===== config.mk =====
export PLATFORM = sky130hd
export DESIGN_NAME = ppu_top
export DESIGN_NICKNAME = d
export VERILOG_FILES = /design/src/ppu_pkg.sv /design/src/ppu_pin_if.sv /design/src/ppu_pin_bank.sv /design/src/ppu_top.sv
export VERILOG_INCLUDE_DIRS = /design/src
export SDC_FILE = /design/constraint.sdc
export NUM_CORES = 1
export LEC_CHECK = 0
export ABC_AREA = 1
export BUFFER_PORTS_ARGS = -buffer_cell sky130_fd_sc_hd__buf_2
export CORE_UTILIZATION = 53
export CTS_BUF_LIST = sky130_fd_sc_hd__clkbuf_4 sky130_fd_sc_hd__clkbuf_8
export DETAILED_ROUTE_END_ITERATION = 10
export PLACE_DENSITY = 0.78
export SLEW_MARGIN = 20
export SYNTH_ARGS = -nofsm -noshare
export SYNTH_HDL_FRONTEND = slang
export SYNTH_SLANG_ARGS = --single-unit

===== constraint.sdc =====
create_clock -name clk_i -period 1.8 [get_ports clk_i]
set_input_delay 0.18 -clock clk_i [delete_from_list [all_inputs] [get_ports clk_i]]
set_output_delay 0.18 -clock clk_i [all_outputs]
set_load 0.02 [all_outputs]

===== src/ppu_defines.svh =====
// Purpose: offsets, field layout, reset values and widths of the pullup enable block
// Assumes: classic wishbone slave with 32-bit data, byte addresses on a 16-bit bus
// Notes: every register is one aligned word; 8-bit data sits in bits 7:0
`ifndef PPU_DEFINES_SVH
`define PPU_DEFINES_SVH

// bus geometry
`define PPU_ADR_W 16
`define PPU_DAT_W 32
`define PPU_SEL_W 4
`define PPU_REG_W 8

// pins per port: port e has eight, port d three pullup-capable pins
`define PPU_PE_W 8
`define PPU_PD_W 3

// byte addresses of the register words
`define PPU_PE_PULL_ADR 16'h30f4
`define PPU_PD_PULL_ADR 16'h30f0
`define PPU_PE_DOUT_ADR 16'h30e0
`define PPU_PE_DIR_ADR 16'h30e4
`define PPU_PE_INOFF_ADR 16'h30e8
`define PPU_PE_LEVEL_ADR 16'h30ec
`define PPU_PD_DOUT_ADR 16'h30d0
`define PPU_PD_DIR_ADR 16'h30d4
`define PPU_PD_INOFF_ADR 16'h30d8
`define PPU_PD_LEVEL_ADR 16'h30dc

// reset values: high-impedance inputs, pullups off
`define PPU_PE_RST 8'h00
`define PPU_PD_RST 3'h0

// byte lane that carries the register data
`define PPU_DATA_LANE 0

`endif


===== src/ppu_pkg.sv =====
// Purpose: types shared by the pullup enable block
// Assumes: ppu_defines.svh gives every number
// Notes: only types live here
`default_nettype none

package ppu_pkg;

	// register selected by the current bus address
	typedef enum logic [3:0] {
		PPU_SEL_NONE,
		PPU_SEL_PE_PULL,
		PPU_SEL_PD_PULL,
		PPU_SEL_PE_DOUT,
		PPU_SEL_PE_DIR,
		PPU_SEL_PE_INOFF,
		PPU_SEL_PE_LEVEL,
		PPU_SEL_PD_DOUT,
		PPU_SEL_PD_DIR,
		PPU_SEL_PD_INOFF,
		PPU_SEL_PD_LEVEL
	} ppu_reg_sel_t;

endpackage : ppu_pkg

`default_nettype wire


===== src/ppu_pin_if.sv =====
// Purpose: carries one port's configuration to its pin bank and its pin levels back
// Assumes: width set per port by the instantiating module
// Notes: ctl side is the register file, pin side is the pad logic
`default_nettype none

interface ppu_pin_if #(
	parameter int W = 8
);
	logic [W-1:0] dout; // value driven on output pins
	logic [W-1:0] dir; // 1 = output
	logic [W-1:0] in_off; // 1 = input buffer off (high impedance state)
	logic [W-1:0] pull_en; // software pullup enables
	logic [W-1:0] level; // filtered pin level

	modport ctl (
		output dout,
		output dir,
		output in_off,
		output pull_en,
		input level
	);
	modport pin (
		input dout,
		input dir,
		input in_off,
		input pull_en,
		output level
	);
endinterface : ppu_pin_if

`default_nettype wire


===== src/ppu_pin_bank.sv =====
// Purpose: pad control for one port: drive, pullup gating and input filtering
// Assumes: pad inputs are asynchronous to clk_i
// Notes: a level change is taken once the second and third stages agree
`default_nettype none

module ppu_pin_bank
	import ppu_pkg::*;
#(
	parameter int W = 8
) (
	// clock and reset
	input wire logic clk_i,
	input wire logic rst_i,
	input wire logic ce_i,
	// configuration from the register file
	ppu_pin_if.pin cfg,
	// pads
	input wire logic [W-1:0] pad_i,
	output logic [W-1:0] pad_o,
	output logic [W-1:0] pad_oe_o,
	output logic [W-1:0] pull_o
);

	logic [W-1:0] s1_q; // first stage, read only by s2
	logic [W-1:0] s2_q; // second stage
	logic [W-1:0] s3_q; // third stage
	logic [W-1:0] lvl_q; // accepted level
	logic [W-1:0] is_input; // pin is an enabled input
	logic [W-1:0] agree; // stages two and three match

	// pullup only reaches a pin that is an enabled input
	assign is_input = ~cfg.dir & ~cfg.in_off;
	assign pull_o = cfg.pull_en & is_input;

	// drive only while the pin is an output
	assign pad_o = cfg.dout;
	assign pad_oe_o = cfg.dir;

	// a disabled input buffer reads as zero
	assign agree = ~(s2_q ^ s3_q);
	assign cfg.level = lvl_q & ~cfg.in_off;

	// three-stage synchroniser
	always_ff @(posedge clk_i) begin
		if (rst_i) begin
			s1_q <= '0;
			s2_q <= '0;
			s3_q <= '0;
		end else if (ce_i) begin
			s1_q <= pad_i;
			s2_q <= s1_q;
			s3_q <= s2_q;
		end
	end

	// accept each bit once two stages agree, filters single-cycle glitches
	always_ff @(posedge clk_i) begin
		if (rst_i) begin
			lvl_q <= '0;
		end else if (ce_i) begin
			lvl_q <= (agree & s3_q) | (~agree & lvl_q);
		end
	end

endmodule : ppu_pin_bank

`default_nettype wire


===== src/ppu_top.sv =====
// Purpose: pullup enable control for ports e and d behind a wishbone slave
// Assumes: classic wishbone, single clock, synchronous active-high reset
// Notes: one ack per request, given the cycle after stb is seen
// Contract
// - set bit turns pullup on, clear off
// - pullup acts only on input pins
// - port e pullup register at 30f4h, resets zero
// - reset leaves pins high-impedance inputs, pullups off
// - port e bit n controls pin n
// - port d bits 2..0 control pins 2..0
//
// Register access over Wishbone is this design's own decision.
`include "ppu_defines.svh"
`default_nettype none

module ppu_top
	import ppu_pkg::*;
(
	// clock, reset, clock enable
	input wire logic clk_i,
	input wire logic rst_i,
	input wire logic ce_i,
	// wishbone slave
	input wire logic cyc_i,
	input wire logic stb_i,
	input wire logic we_i,
	input wire logic [`PPU_ADR_W-1:0] adr_i,
	input wire logic [`PPU_SEL_W-1:0] sel_i,
	input wire logic [`PPU_DAT_W-1:0] dat_i,
	output logic [`PPU_DAT_W-1:0] dat_o,
	output logic ack_o,
	// port e pads
	input wire logic [`PPU_PE_W-1:0] pe_pad_i,
	output logic [`PPU_PE_W-1:0] pe_pad_o,
	output logic [`PPU_PE_W-1:0] pe_pad_oe_o,
	output logic [`PPU_PE_W-1:0] pe_pull_o,
	// port d pads
	input wire logic [`PPU_PD_W-1:0] pd_pad_i,
	output logic [`PPU_PD_W-1:0] pd_pad_o,
	output logic [`PPU_PD_W-1:0] pd_pad_oe_o,
	output logic [`PPU_PD_W-1:0] pd_pull_o
);

	// address compare on the word part, byte offset bits ignored
	function automatic logic adr_hit(
		input logic [`PPU_ADR_W-1:0] adr,
		input logic [`PPU_ADR_W-1:0] reg_adr
	);
		adr_hit = (adr[`PPU_ADR_W-1:2] == reg_adr[`PPU_ADR_W-1:2]);
	endfunction : adr_hit

	// byte-lane merge of an 8-bit register, untouched when lane 0 not strobed
	function automatic logic [`PPU_REG_W-1:0] lane_merge(
		input logic [`PPU_REG_W-1:0] old,
		input logic [`PPU_DAT_W-1:0] dat,
		input logic [`PPU_SEL_W-1:0] sel
	);
		lane_merge = sel[`PPU_DATA_LANE] ? dat[`PPU_REG_W-1:0] : old;
	endfunction : lane_merge

	// same merge for the three-bit port d words; lane bits 7:3 are dropped
	function automatic logic [`PPU_PD_W-1:0] lane_merge_pd(
		input logic [`PPU_PD_W-1:0] old,
		input logic [`PPU_DAT_W-1:0] dat,
		input logic [`PPU_SEL_W-1:0] sel
	);
		lane_merge_pd = sel[`PPU_DATA_LANE] ? dat[`PPU_PD_W-1:0] : old;
	endfunction : lane_merge_pd

	// zero-extend an 8-bit value onto the data bus
	function automatic logic [`PPU_DAT_W-1:0] widen(
		input logic [`PPU_REG_W-1:0] v
	);
		widen = {{(`PPU_DAT_W-`PPU_REG_W){1'b0}}, v};
	endfunction : widen

	// port e registers
	logic [`PPU_PE_W-1:0] pe_pull_q; // pullup enables
	logic [`PPU_PE_W-1:0] pe_dout_q; // output data
	logic [`PPU_PE_W-1:0] pe_dir_q; // 1 = output
	logic [`PPU_PE_W-1:0] pe_inoff_q; // 1 = input buffer off
	// port d registers
	logic [`PPU_PD_W-1:0] pd_pull_q; // pullup enables
	logic [`PPU_PD_W-1:0] pd_dout_q; // output data
	logic [`PPU_PD_W-1:0] pd_dir_q; // 1 = output
	logic [`PPU_PD_W-1:0] pd_inoff_q; // 1 = input buffer off
	// bus answer
	logic ack_q; // one-cycle acknowledge
	logic [`PPU_DAT_W-1:0] dat_q; // registered read data
	logic [`PPU_DAT_W-1:0] rd_d; // read data of the addressed word

	// request decode
	logic req; // new request, not the one just acked
	logic wr_en; // a write takes effect this edge
	ppu_reg_sel_t reg_sel; // addressed register

	// carriers to the pin banks
	ppu_pin_if #(.W(`PPU_PE_W)) pe_if ();
	ppu_pin_if #(.W(`PPU_PD_W)) pd_if ();

	// the register just acked is not taken again while the master releases
	assign req = cyc_i & stb_i & ~ack_q;
	assign wr_en = req & we_i & ce_i;

	// address decode; port e pullup word sits at its fixed address
	assign reg_sel =
		adr_hit(adr_i, `PPU_PE_PULL_ADR) ? PPU_SEL_PE_PULL :
		adr_hit(adr_i, `PPU_PD_PULL_ADR) ? PPU_SEL_PD_PULL :
		adr_hit(adr_i, `PPU_PE_DOUT_ADR) ? PPU_SEL_PE_DOUT :
		adr_hit(adr_i, `PPU_PE_DIR_ADR) ? PPU_SEL_PE_DIR :
		adr_hit(adr_i, `PPU_PE_INOFF_ADR) ? PPU_SEL_PE_INOFF :
		adr_hit(adr_i, `PPU_PE_LEVEL_ADR) ? PPU_SEL_PE_LEVEL :
		adr_hit(adr_i, `PPU_PD_DOUT_ADR) ? PPU_SEL_PD_DOUT :
		adr_hit(adr_i, `PPU_PD_DIR_ADR) ? PPU_SEL_PD_DIR :
		adr_hit(adr_i, `PPU_PD_INOFF_ADR) ? PPU_SEL_PD_INOFF :
		adr_hit(adr_i, `PPU_PD_LEVEL_ADR) ? PPU_SEL_PD_LEVEL :
		PPU_SEL_NONE;

	// read mux: stored values and filtered pin levels read back, unmapped words read zero
	always_comb begin
		case (reg_sel)
			PPU_SEL_PE_PULL: rd_d = widen(pe_pull_q);
			PPU_SEL_PD_PULL: rd_d = widen({5'h00, pd_pull_q});
			PPU_SEL_PE_DOUT: rd_d = widen(pe_dout_q);
			PPU_SEL_PE_DIR: rd_d = widen(pe_dir_q);
			PPU_SEL_PE_INOFF: rd_d = widen(pe_inoff_q);
			PPU_SEL_PE_LEVEL: rd_d = widen(pe_if.level);
			PPU_SEL_PD_DOUT: rd_d = widen({5'h00, pd_dout_q});
			PPU_SEL_PD_DIR: rd_d = widen({5'h00, pd_dir_q});
			PPU_SEL_PD_INOFF: rd_d = widen({5'h00, pd_inoff_q});
			PPU_SEL_PD_LEVEL: rd_d = widen({5'h00, pd_if.level});
			default: rd_d = '0;
		endcase
	end

	// acknowledge and read data, one cycle after the request is seen
	always_ff @(posedge clk_i) begin
		if (rst_i) begin
			ack_q <= 1'b0;
			dat_q <= '0;
		end else if (ce_i) begin
			ack_q <= req;
			// clear read data to zero outside an answer so the bus stays quiet
			if (req & ~we_i) begin
				dat_q <= rd_d;
			end else begin
				dat_q <= '0;
			end
		end
	end

	// port e pullup word, bit n belongs to pin n
	always_ff @(posedge clk_i) begin
		if (rst_i) begin
			pe_pull_q <= `PPU_PE_RST;
		end else if (wr_en && reg_sel == PPU_SEL_PE_PULL) begin
			pe_pull_q <= lane_merge(pe_pull_q, dat_i, sel_i);
		end
	end

	// port d pullup word, only bits 2..0 are stored
	always_ff @(posedge clk_i) begin
		if (rst_i) begin
			pd_pull_q <= `PPU_PD_RST;
		end else if (wr_en && reg_sel == PPU_SEL_PD_PULL) begin
			pd_pull_q <= lane_merge_pd(pd_pull_q, dat_i, sel_i);
		end
	end

	// port e pin configuration; reset leaves every pin an undriven input
	always_ff @(posedge clk_i) begin
		if (rst_i) begin
			pe_dout_q <= `PPU_PE_RST;
			pe_dir_q <= `PPU_PE_RST;
			pe_inoff_q <= `PPU_PE_RST;
		end else if (wr_en) begin
			if (reg_sel == PPU_SEL_PE_DOUT) begin
				pe_dout_q <= lane_merge(pe_dout_q, dat_i, sel_i);
			end
			if (reg_sel == PPU_SEL_PE_DIR) begin
				pe_dir_q <= lane_merge(pe_dir_q, dat_i, sel_i);
			end
			if (reg_sel == PPU_SEL_PE_INOFF) begin
				pe_inoff_q <= lane_merge(pe_inoff_q, dat_i, sel_i);
			end
		end
	end

	// port d pin configuration, same layout in the low three bits
	always_ff @(posedge clk_i) begin
		if (rst_i) begin
			pd_dout_q <= `PPU_PD_RST;
			pd_dir_q <= `PPU_PD_RST;
			pd_inoff_q <= `PPU_PD_RST;
		end else if (wr_en) begin
			if (reg_sel == PPU_SEL_PD_DOUT) begin
				pd_dout_q <= lane_merge_pd(pd_dout_q, dat_i, sel_i);
			end
			if (reg_sel == PPU_SEL_PD_DIR) begin
				pd_dir_q <= lane_merge_pd(pd_dir_q, dat_i, sel_i);
			end
			if (reg_sel == PPU_SEL_PD_INOFF) begin
				pd_inoff_q <= lane_merge_pd(pd_inoff_q, dat_i, sel_i);
			end
		end
	end

	// configuration onto the carriers
	assign pe_if.dout = pe_dout_q;
	assign pe_if.dir = pe_dir_q;
	assign pe_if.in_off = pe_inoff_q;
	assign pe_if.pull_en = pe_pull_q;
	assign pd_if.dout = pd_dout_q;
	assign pd_if.dir = pd_dir_q;
	assign pd_if.in_off = pd_inoff_q;
	assign pd_if.pull_en = pd_pull_q;

	// bus outputs from flip-flops
	assign ack_o = ack_q;
	assign dat_o = dat_q;

	// port e pad logic; pullup gated by pin mode inside
	ppu_pin_bank #(.W(`PPU_PE_W)) u_pe_bank (
		.clk_i(clk_i),
		.rst_i(rst_i),
		.ce_i(ce_i),
		.cfg(pe_if.pin),
		.pad_i(pe_pad_i),
		.pad_o(pe_pad_o),
		.pad_oe_o(pe_pad_oe_o),
		.pull_o(pe_pull_o)
	);

	// port d pad logic
	ppu_pin_bank #(.W(`PPU_PD_W)) u_pd_bank (
		.clk_i(clk_i),
		.rst_i(rst_i),
		.ce_i(ce_i),
		.cfg(pd_if.pin),
		.pad_i(pd_pad_i),
		.pad_o(pd_pad_o),
		.pad_oe_o(pd_pad_oe_o),
		.pull_o(pd_pull_o)
	);

endmodule : ppu_top

`default_nettype wire


* Yosys cells after proc, flatten, opt, wreduce, memory -nomap -nowiden
Index checks and enable logic that the tools add are counted.
Widths: inputs -> output; s select.
** Storage, ports and cells
- Bits of input ports :: 69
- Logic and storage cells :: 89
- Output and inout port bits :: 66
- Flip-flop bits (word level) :: 121
** Cells by class
- Multiplexer cells :: 12
- Reduce and logical (&&, ||, !) cells :: 10
- Bitwise gates (word level) :: 29
- Equality and inequality tests :: 20
** Operator list (number)
- $eq 14x12->1 const B :: 10
- $pmux 8 s10 :: 1
- $and 8x8->8 :: 5
- $mux 4 :: 10
- $mux 32 :: 1
- $not 8->8 :: 4
- $reduce_and 3->1 :: 6
- $eq 4x3->1 const B :: 4
- $and 3x3->3 :: 5
- $eq 4x4->1 const B :: 3
- $not 3->3 :: 4
- $eq 4x2->1 const B :: 2
- $or 8x8->8 :: 1
- $xor 8x8->8 :: 1
- $and 1x1->1 :: 5
- $eq 4x1->1 const B :: 1
- $reduce_and 2->1 :: 2
- $or 3x3->3 :: 1
- $xor 3x3->3 :: 1
- $logic_and 1x1->1 :: 2
- $not 1->1 :: 2

* Logic depth before layout (Yosys ltp)
- Depth in word-level cells :: 14
- Gate-level depth with buffers :: 11
- Mapped depth without buffers :: 10

* Cells and area by module
From an unflattened synthesis, not the netlist that was laid out.
** Unflattened totals
- Cell total of the unflattened synthesis :: 691
- Area, all modules :: 4834.6 um^2
** Modules (own cells, without submodules)
- ppu_top :: cells each 409, instances 1, area an instance 2808.9 um^2
- ppu_pin_bank (u_pe_bank) :: cells each 207, instances 1, area an instance 1485.2 um^2
- ppu_pin_bank (u_pd_bank) :: cells each 75, instances 1, area an instance 540.5 um^2

* Least setup slack after synthesis
No wires, ideal clock.
- Path type :: reg-to-reg
- From :: reg ack_q, in the netlist ack_o
- To :: reg pe_dout_q[5]
- Data arrival time :: 1299 ps
- Stages on the path, launching flop included :: 10
- Path slack :: 382 ps
- Required time :: 1681 ps
- Cell sequence :: dfxtp_1 nor2_1 inv_1 nor2_1 inv_2 nor2_8 nand3_2 buf_2 o21ai_0 a21oi_1
** Between the ends
- Word-level cells in the longest chain between the ends :: 5
** RTL lines
- start: declaration :: line ppu_top.sv:88 : logic ack_q;
- start signal: assignment :: line ppu_top.sv:142 : ack_q <= req;
- $not 1->1 :: line ppu_top.sv:102 : assign req = cyc_i & stb_i & ~ack_q;
- $and 1x1->1 :: line ppu_top.sv:102
- $and 1x1->1 (2 in series) :: line ppu_top.sv:103 : assign wr_en = req & we_i & ce_i;
- $reduce_and 3->1 (no line)
- end signal: assignment :: line ppu_top.sv:173 : pe_dout_q <= `PPU_PE_RST;
- end signal: assignment :: line ppu_top.sv:178 : pe_dout_q <= lane_merge(pe_dout_q, dat_i, sel_i);
- end: declaration :: line ppu_top.sv:79 : logic [`PPU_PE_W-1:0] pe_dout_q;
No other way between the ends.
A chain may end at the register's enable or synchronous reset.

* Final worst setup path
- From :: reg ack_q, in the netlist ack_o
- To :: reg pe_dir_q[0]
** Between the ends
- Word-level cells in the longest chain between the ends :: 5
** RTL lines
- $not 1->1 :: line ppu_top.sv:102
- $and 1x1->1 :: line ppu_top.sv:102
- $and 1x1->1 (2 in series) :: line ppu_top.sv:103
- $reduce_and 3->1 (no line)
- end signal: assignment :: line ppu_top.sv:174 : pe_dir_q <= `PPU_PE_RST;
- end signal: assignment :: line ppu_top.sv:181 : pe_dir_q <= lane_merge(pe_dir_q, dat_i, sel_i);
- end: declaration :: line ppu_top.sv:80 : logic [`PPU_PE_W-1:0] pe_dir_q;
No other way between the ends.

==> reports/metrics.cfg <==
[run_status]
status=finished, final reports clean

[floorplan]
ios=135
fp-row-count=32
core-area_um2=7890
die_w_um=93.4
start_util_pct=56.1
fp.dieH_um=93.4
dieArea_um2=8720

[layout]
multi_input_area_um2=2010
num_antenna_cells=0
final_cells=796
fin_area_um2=4980
drive_above_1_share_pct=17.7
mostFrequentLayoutCells=dfxtp_1, o21ai_0, nand2_1
final_common_cell=dfxtp_1
register_area_um2=1940
syn2layout_area_growth_pct=12.5
num-nets-final=758
final_core_util_pct=63.1
fillers=743

[global_routing]
globalRouteMet1Util_pct=27.6
grt_util_met3_pct=5.37
grt_pass1_vias=3551
grtUsageTotal_pct=23.0
grt_antenna_before_repair=0
grt_busiest_layer=met2
grt_start_max_net_pins=76
grt-ovfl-total=0
use_met2_pct=41.1
grt_pass1_wl_um=15800

[yosys]
synthCells=621
syn-cell-area_um2=4430
yosysWarnings=0
synthDistinctLibCells=23
ys_ff_latch=97
yosysSeqAreaShare_pct=43.9
syn_area_per_cell_um2=7.13

[routing]
dr.pass1.iters=4
via_per_inst=5.14
route.vias.total=4089
antenna_left=0
drc=0
wl_per_cell_um=12.5
drtIter0Drc=181
routed_wl_um=9990

[setup_path]
cp_data_required_time_ns=2.04
path_class=flop to flop
r2r_end=pe_dir_q[0]$_SDFFE_PP0P_
crit_family=simple AND/OR/NAND/NOR gates
critPathMaxStageDelay_ns=0.33
cp_max_fo=16
cp_data_arrival_time_ns=1.83
crit_top_cell=nor2_1
start_kind=flop
r2r_slack_ns=0.21
r2r_start=ack_o$_SDFFE_PP0P_
critPathBufInv=2
crit_slowest_cell=dfxtp_1
crit_chain=nor2_1 > inv_1 > nor2_1 > inv_2 > nor2_8 > nand3_2 > o21ai_0 > a21oi_1
crit_path_end_kind=flop
r2r_cells=8

[power]
swShare_pct=25.3
peakVddDrop_v=0.000562
clkPwrFrac_pct=35.5
p_seq_share_pct=56.9
p_per_area_nw_per_um2=781
power.leakage_nw=2.09
p_comb_share_pct=7.6
power.internal_w=0.00290
net-switching-power_w=0.000983

[sta]
layout_setup_ws_ns=0.211
drv_slew=0
fin_setup_tns_ns=0
finalCritPeriodShare_pct=88.3
tightestPinTransition_ns=0.614
max_freq_mhz=629
report.final.hold_viol_count=0
setup_violations=0
rsz0062_at_grt=false
max_slew_margin_pct=59.1
layout_min_cycle_time_ns=1.59
finalClockSkew_ns=0.0100

[worst_hold_path]
min_to=u_pe_bank.s1_q[4]$_SDFFE_PP0P_
hp-class=input pin to flop
holdCritStartpoint=pe_pad_i[4]
min_path_cells=3

[clock_tree]
path_clk_slew_ns=0.09
cts_setup_buffers=0
post_cts_resized=0
cts_hold_buf=0
cts_tree=done
htreeDepth=3
cts_buffers=9
clockRootBuffer=clkbuf_8
clockBufferDepth=2
clock_sinks=97
clock_latency_ns=0.36

[place]
placed_area_um2=4780
pre_cts_slack_ns=0.158
portBuffers=81
gp_congestion=0.871
dp.cells=780
place_hpwl_um=7050

[run]
maxCapViolCount=0

## routing by layer
layer	vias up	wire, um	share of wire [%]
met2	115	4940	49
met1	1852	4390	44
met3	11	525	5.3
met5	-	0	0
met4	0	128	1.3
li1	2111	-	-
## worst max path at each step
stage,startpoint,endpoint,cells after the start
detailed placement,adr_i[15],dat_o[7]$_SDFFE_PP0P_,11
global placement,adr_i[11],dat_o[7]$_SDFFE_PP0P_,11
finish,ack_o$_SDFFE_PP0P_,pe_dir_q[0]$_SDFFE_PP0P_,8
CTS,ack_o$_SDFFE_PP0P_,pe_dir_q[0]$_SDFFE_PP0P_,8
global route,ack_o$_SDFFE_PP0P_,pe_if.in_off[3]$_SDFFE_PP0P_,8
floorplan,ack_o$_SDFFE_PP0P_,pe_dout_q[5]$_SDFFE_PP0P_,9
## cells in the mapped netlist (all sizes together)
library cell  number  share of area [%]
a221oi             1               0.20
nor2              80                8.1
nand3             53                6.3
nor3              11                1.2
conb               1              0.085
clkbuf            19                1.6
nand3b             2               0.34
a21oi             75                8.5
inv               64                5.4
buf               34                5.7
nand2             85                7.4
o21ai             99                 11
dfxtp             97                 44
## logic make-up (layout without fill, tap and decap cells)
kind of cell	after synthesis	in the layout	share of synthesized area, %
flops	97	97	43.9
other cells	1	24	0.0847
simple gates	231	231	23.4
buf+inv	117	167	12.8
compound gates	175	175	19.9
## stage by stage
| stage | hold WS [ns] | power (W) |
|---|---|---|
| floorplan | 0.249 | 0.00250 |
| global placement | 0.403 | 0.00255 |
| finish | 0.0381 | 0.00389 |
| CTS | 0.0284 | 0.00391 |
| detailed placement | 0.408 | 0.00256 |
| global route | 0.0259 | 0.00404 |
## power by group through the flow
| stage | sequential [W] | combinational [W] | clock [W] |
|---|---|---|---|
| finish | 0.00221 | 0.000297 | 0.00138 |
| global route | 0.00222 | 0.000334 | 0.00149 |
| CTS | 0.00221 | 0.000296 | 0.00140 |
| detailed placement | 0.00226 | 0.000294 | 0 |
| global placement | 0.00226 | 0.000287 | 0 |
| floorplan | 0.00226 | 0.000242 | 0 |
## cell type report
cell class / instances / area share (%)
Multi-Input combinational cell: 430 / 40.3
Inverter: 64 / 4.83
Sequential cell: 97 / 39.0
Clock buffer: 12 / 3.32
Tap cell: 102 / 2.56
Timing Repair Buffer: 87 / 9.30
Clock inverter: 4 / 0.704
## worst reg2reg max path: stages (launching register included)
cell     delay, ns
dfxtp_1       0.33
nor2_1        0.11
inv_1         0.06
nor2_1        0.12
inv_2         0.08
nor2_8        0.18
nand3_2       0.29
o21ai_0       0.25
a21oi_1       0.06
(Power assumes the default switching activity.)
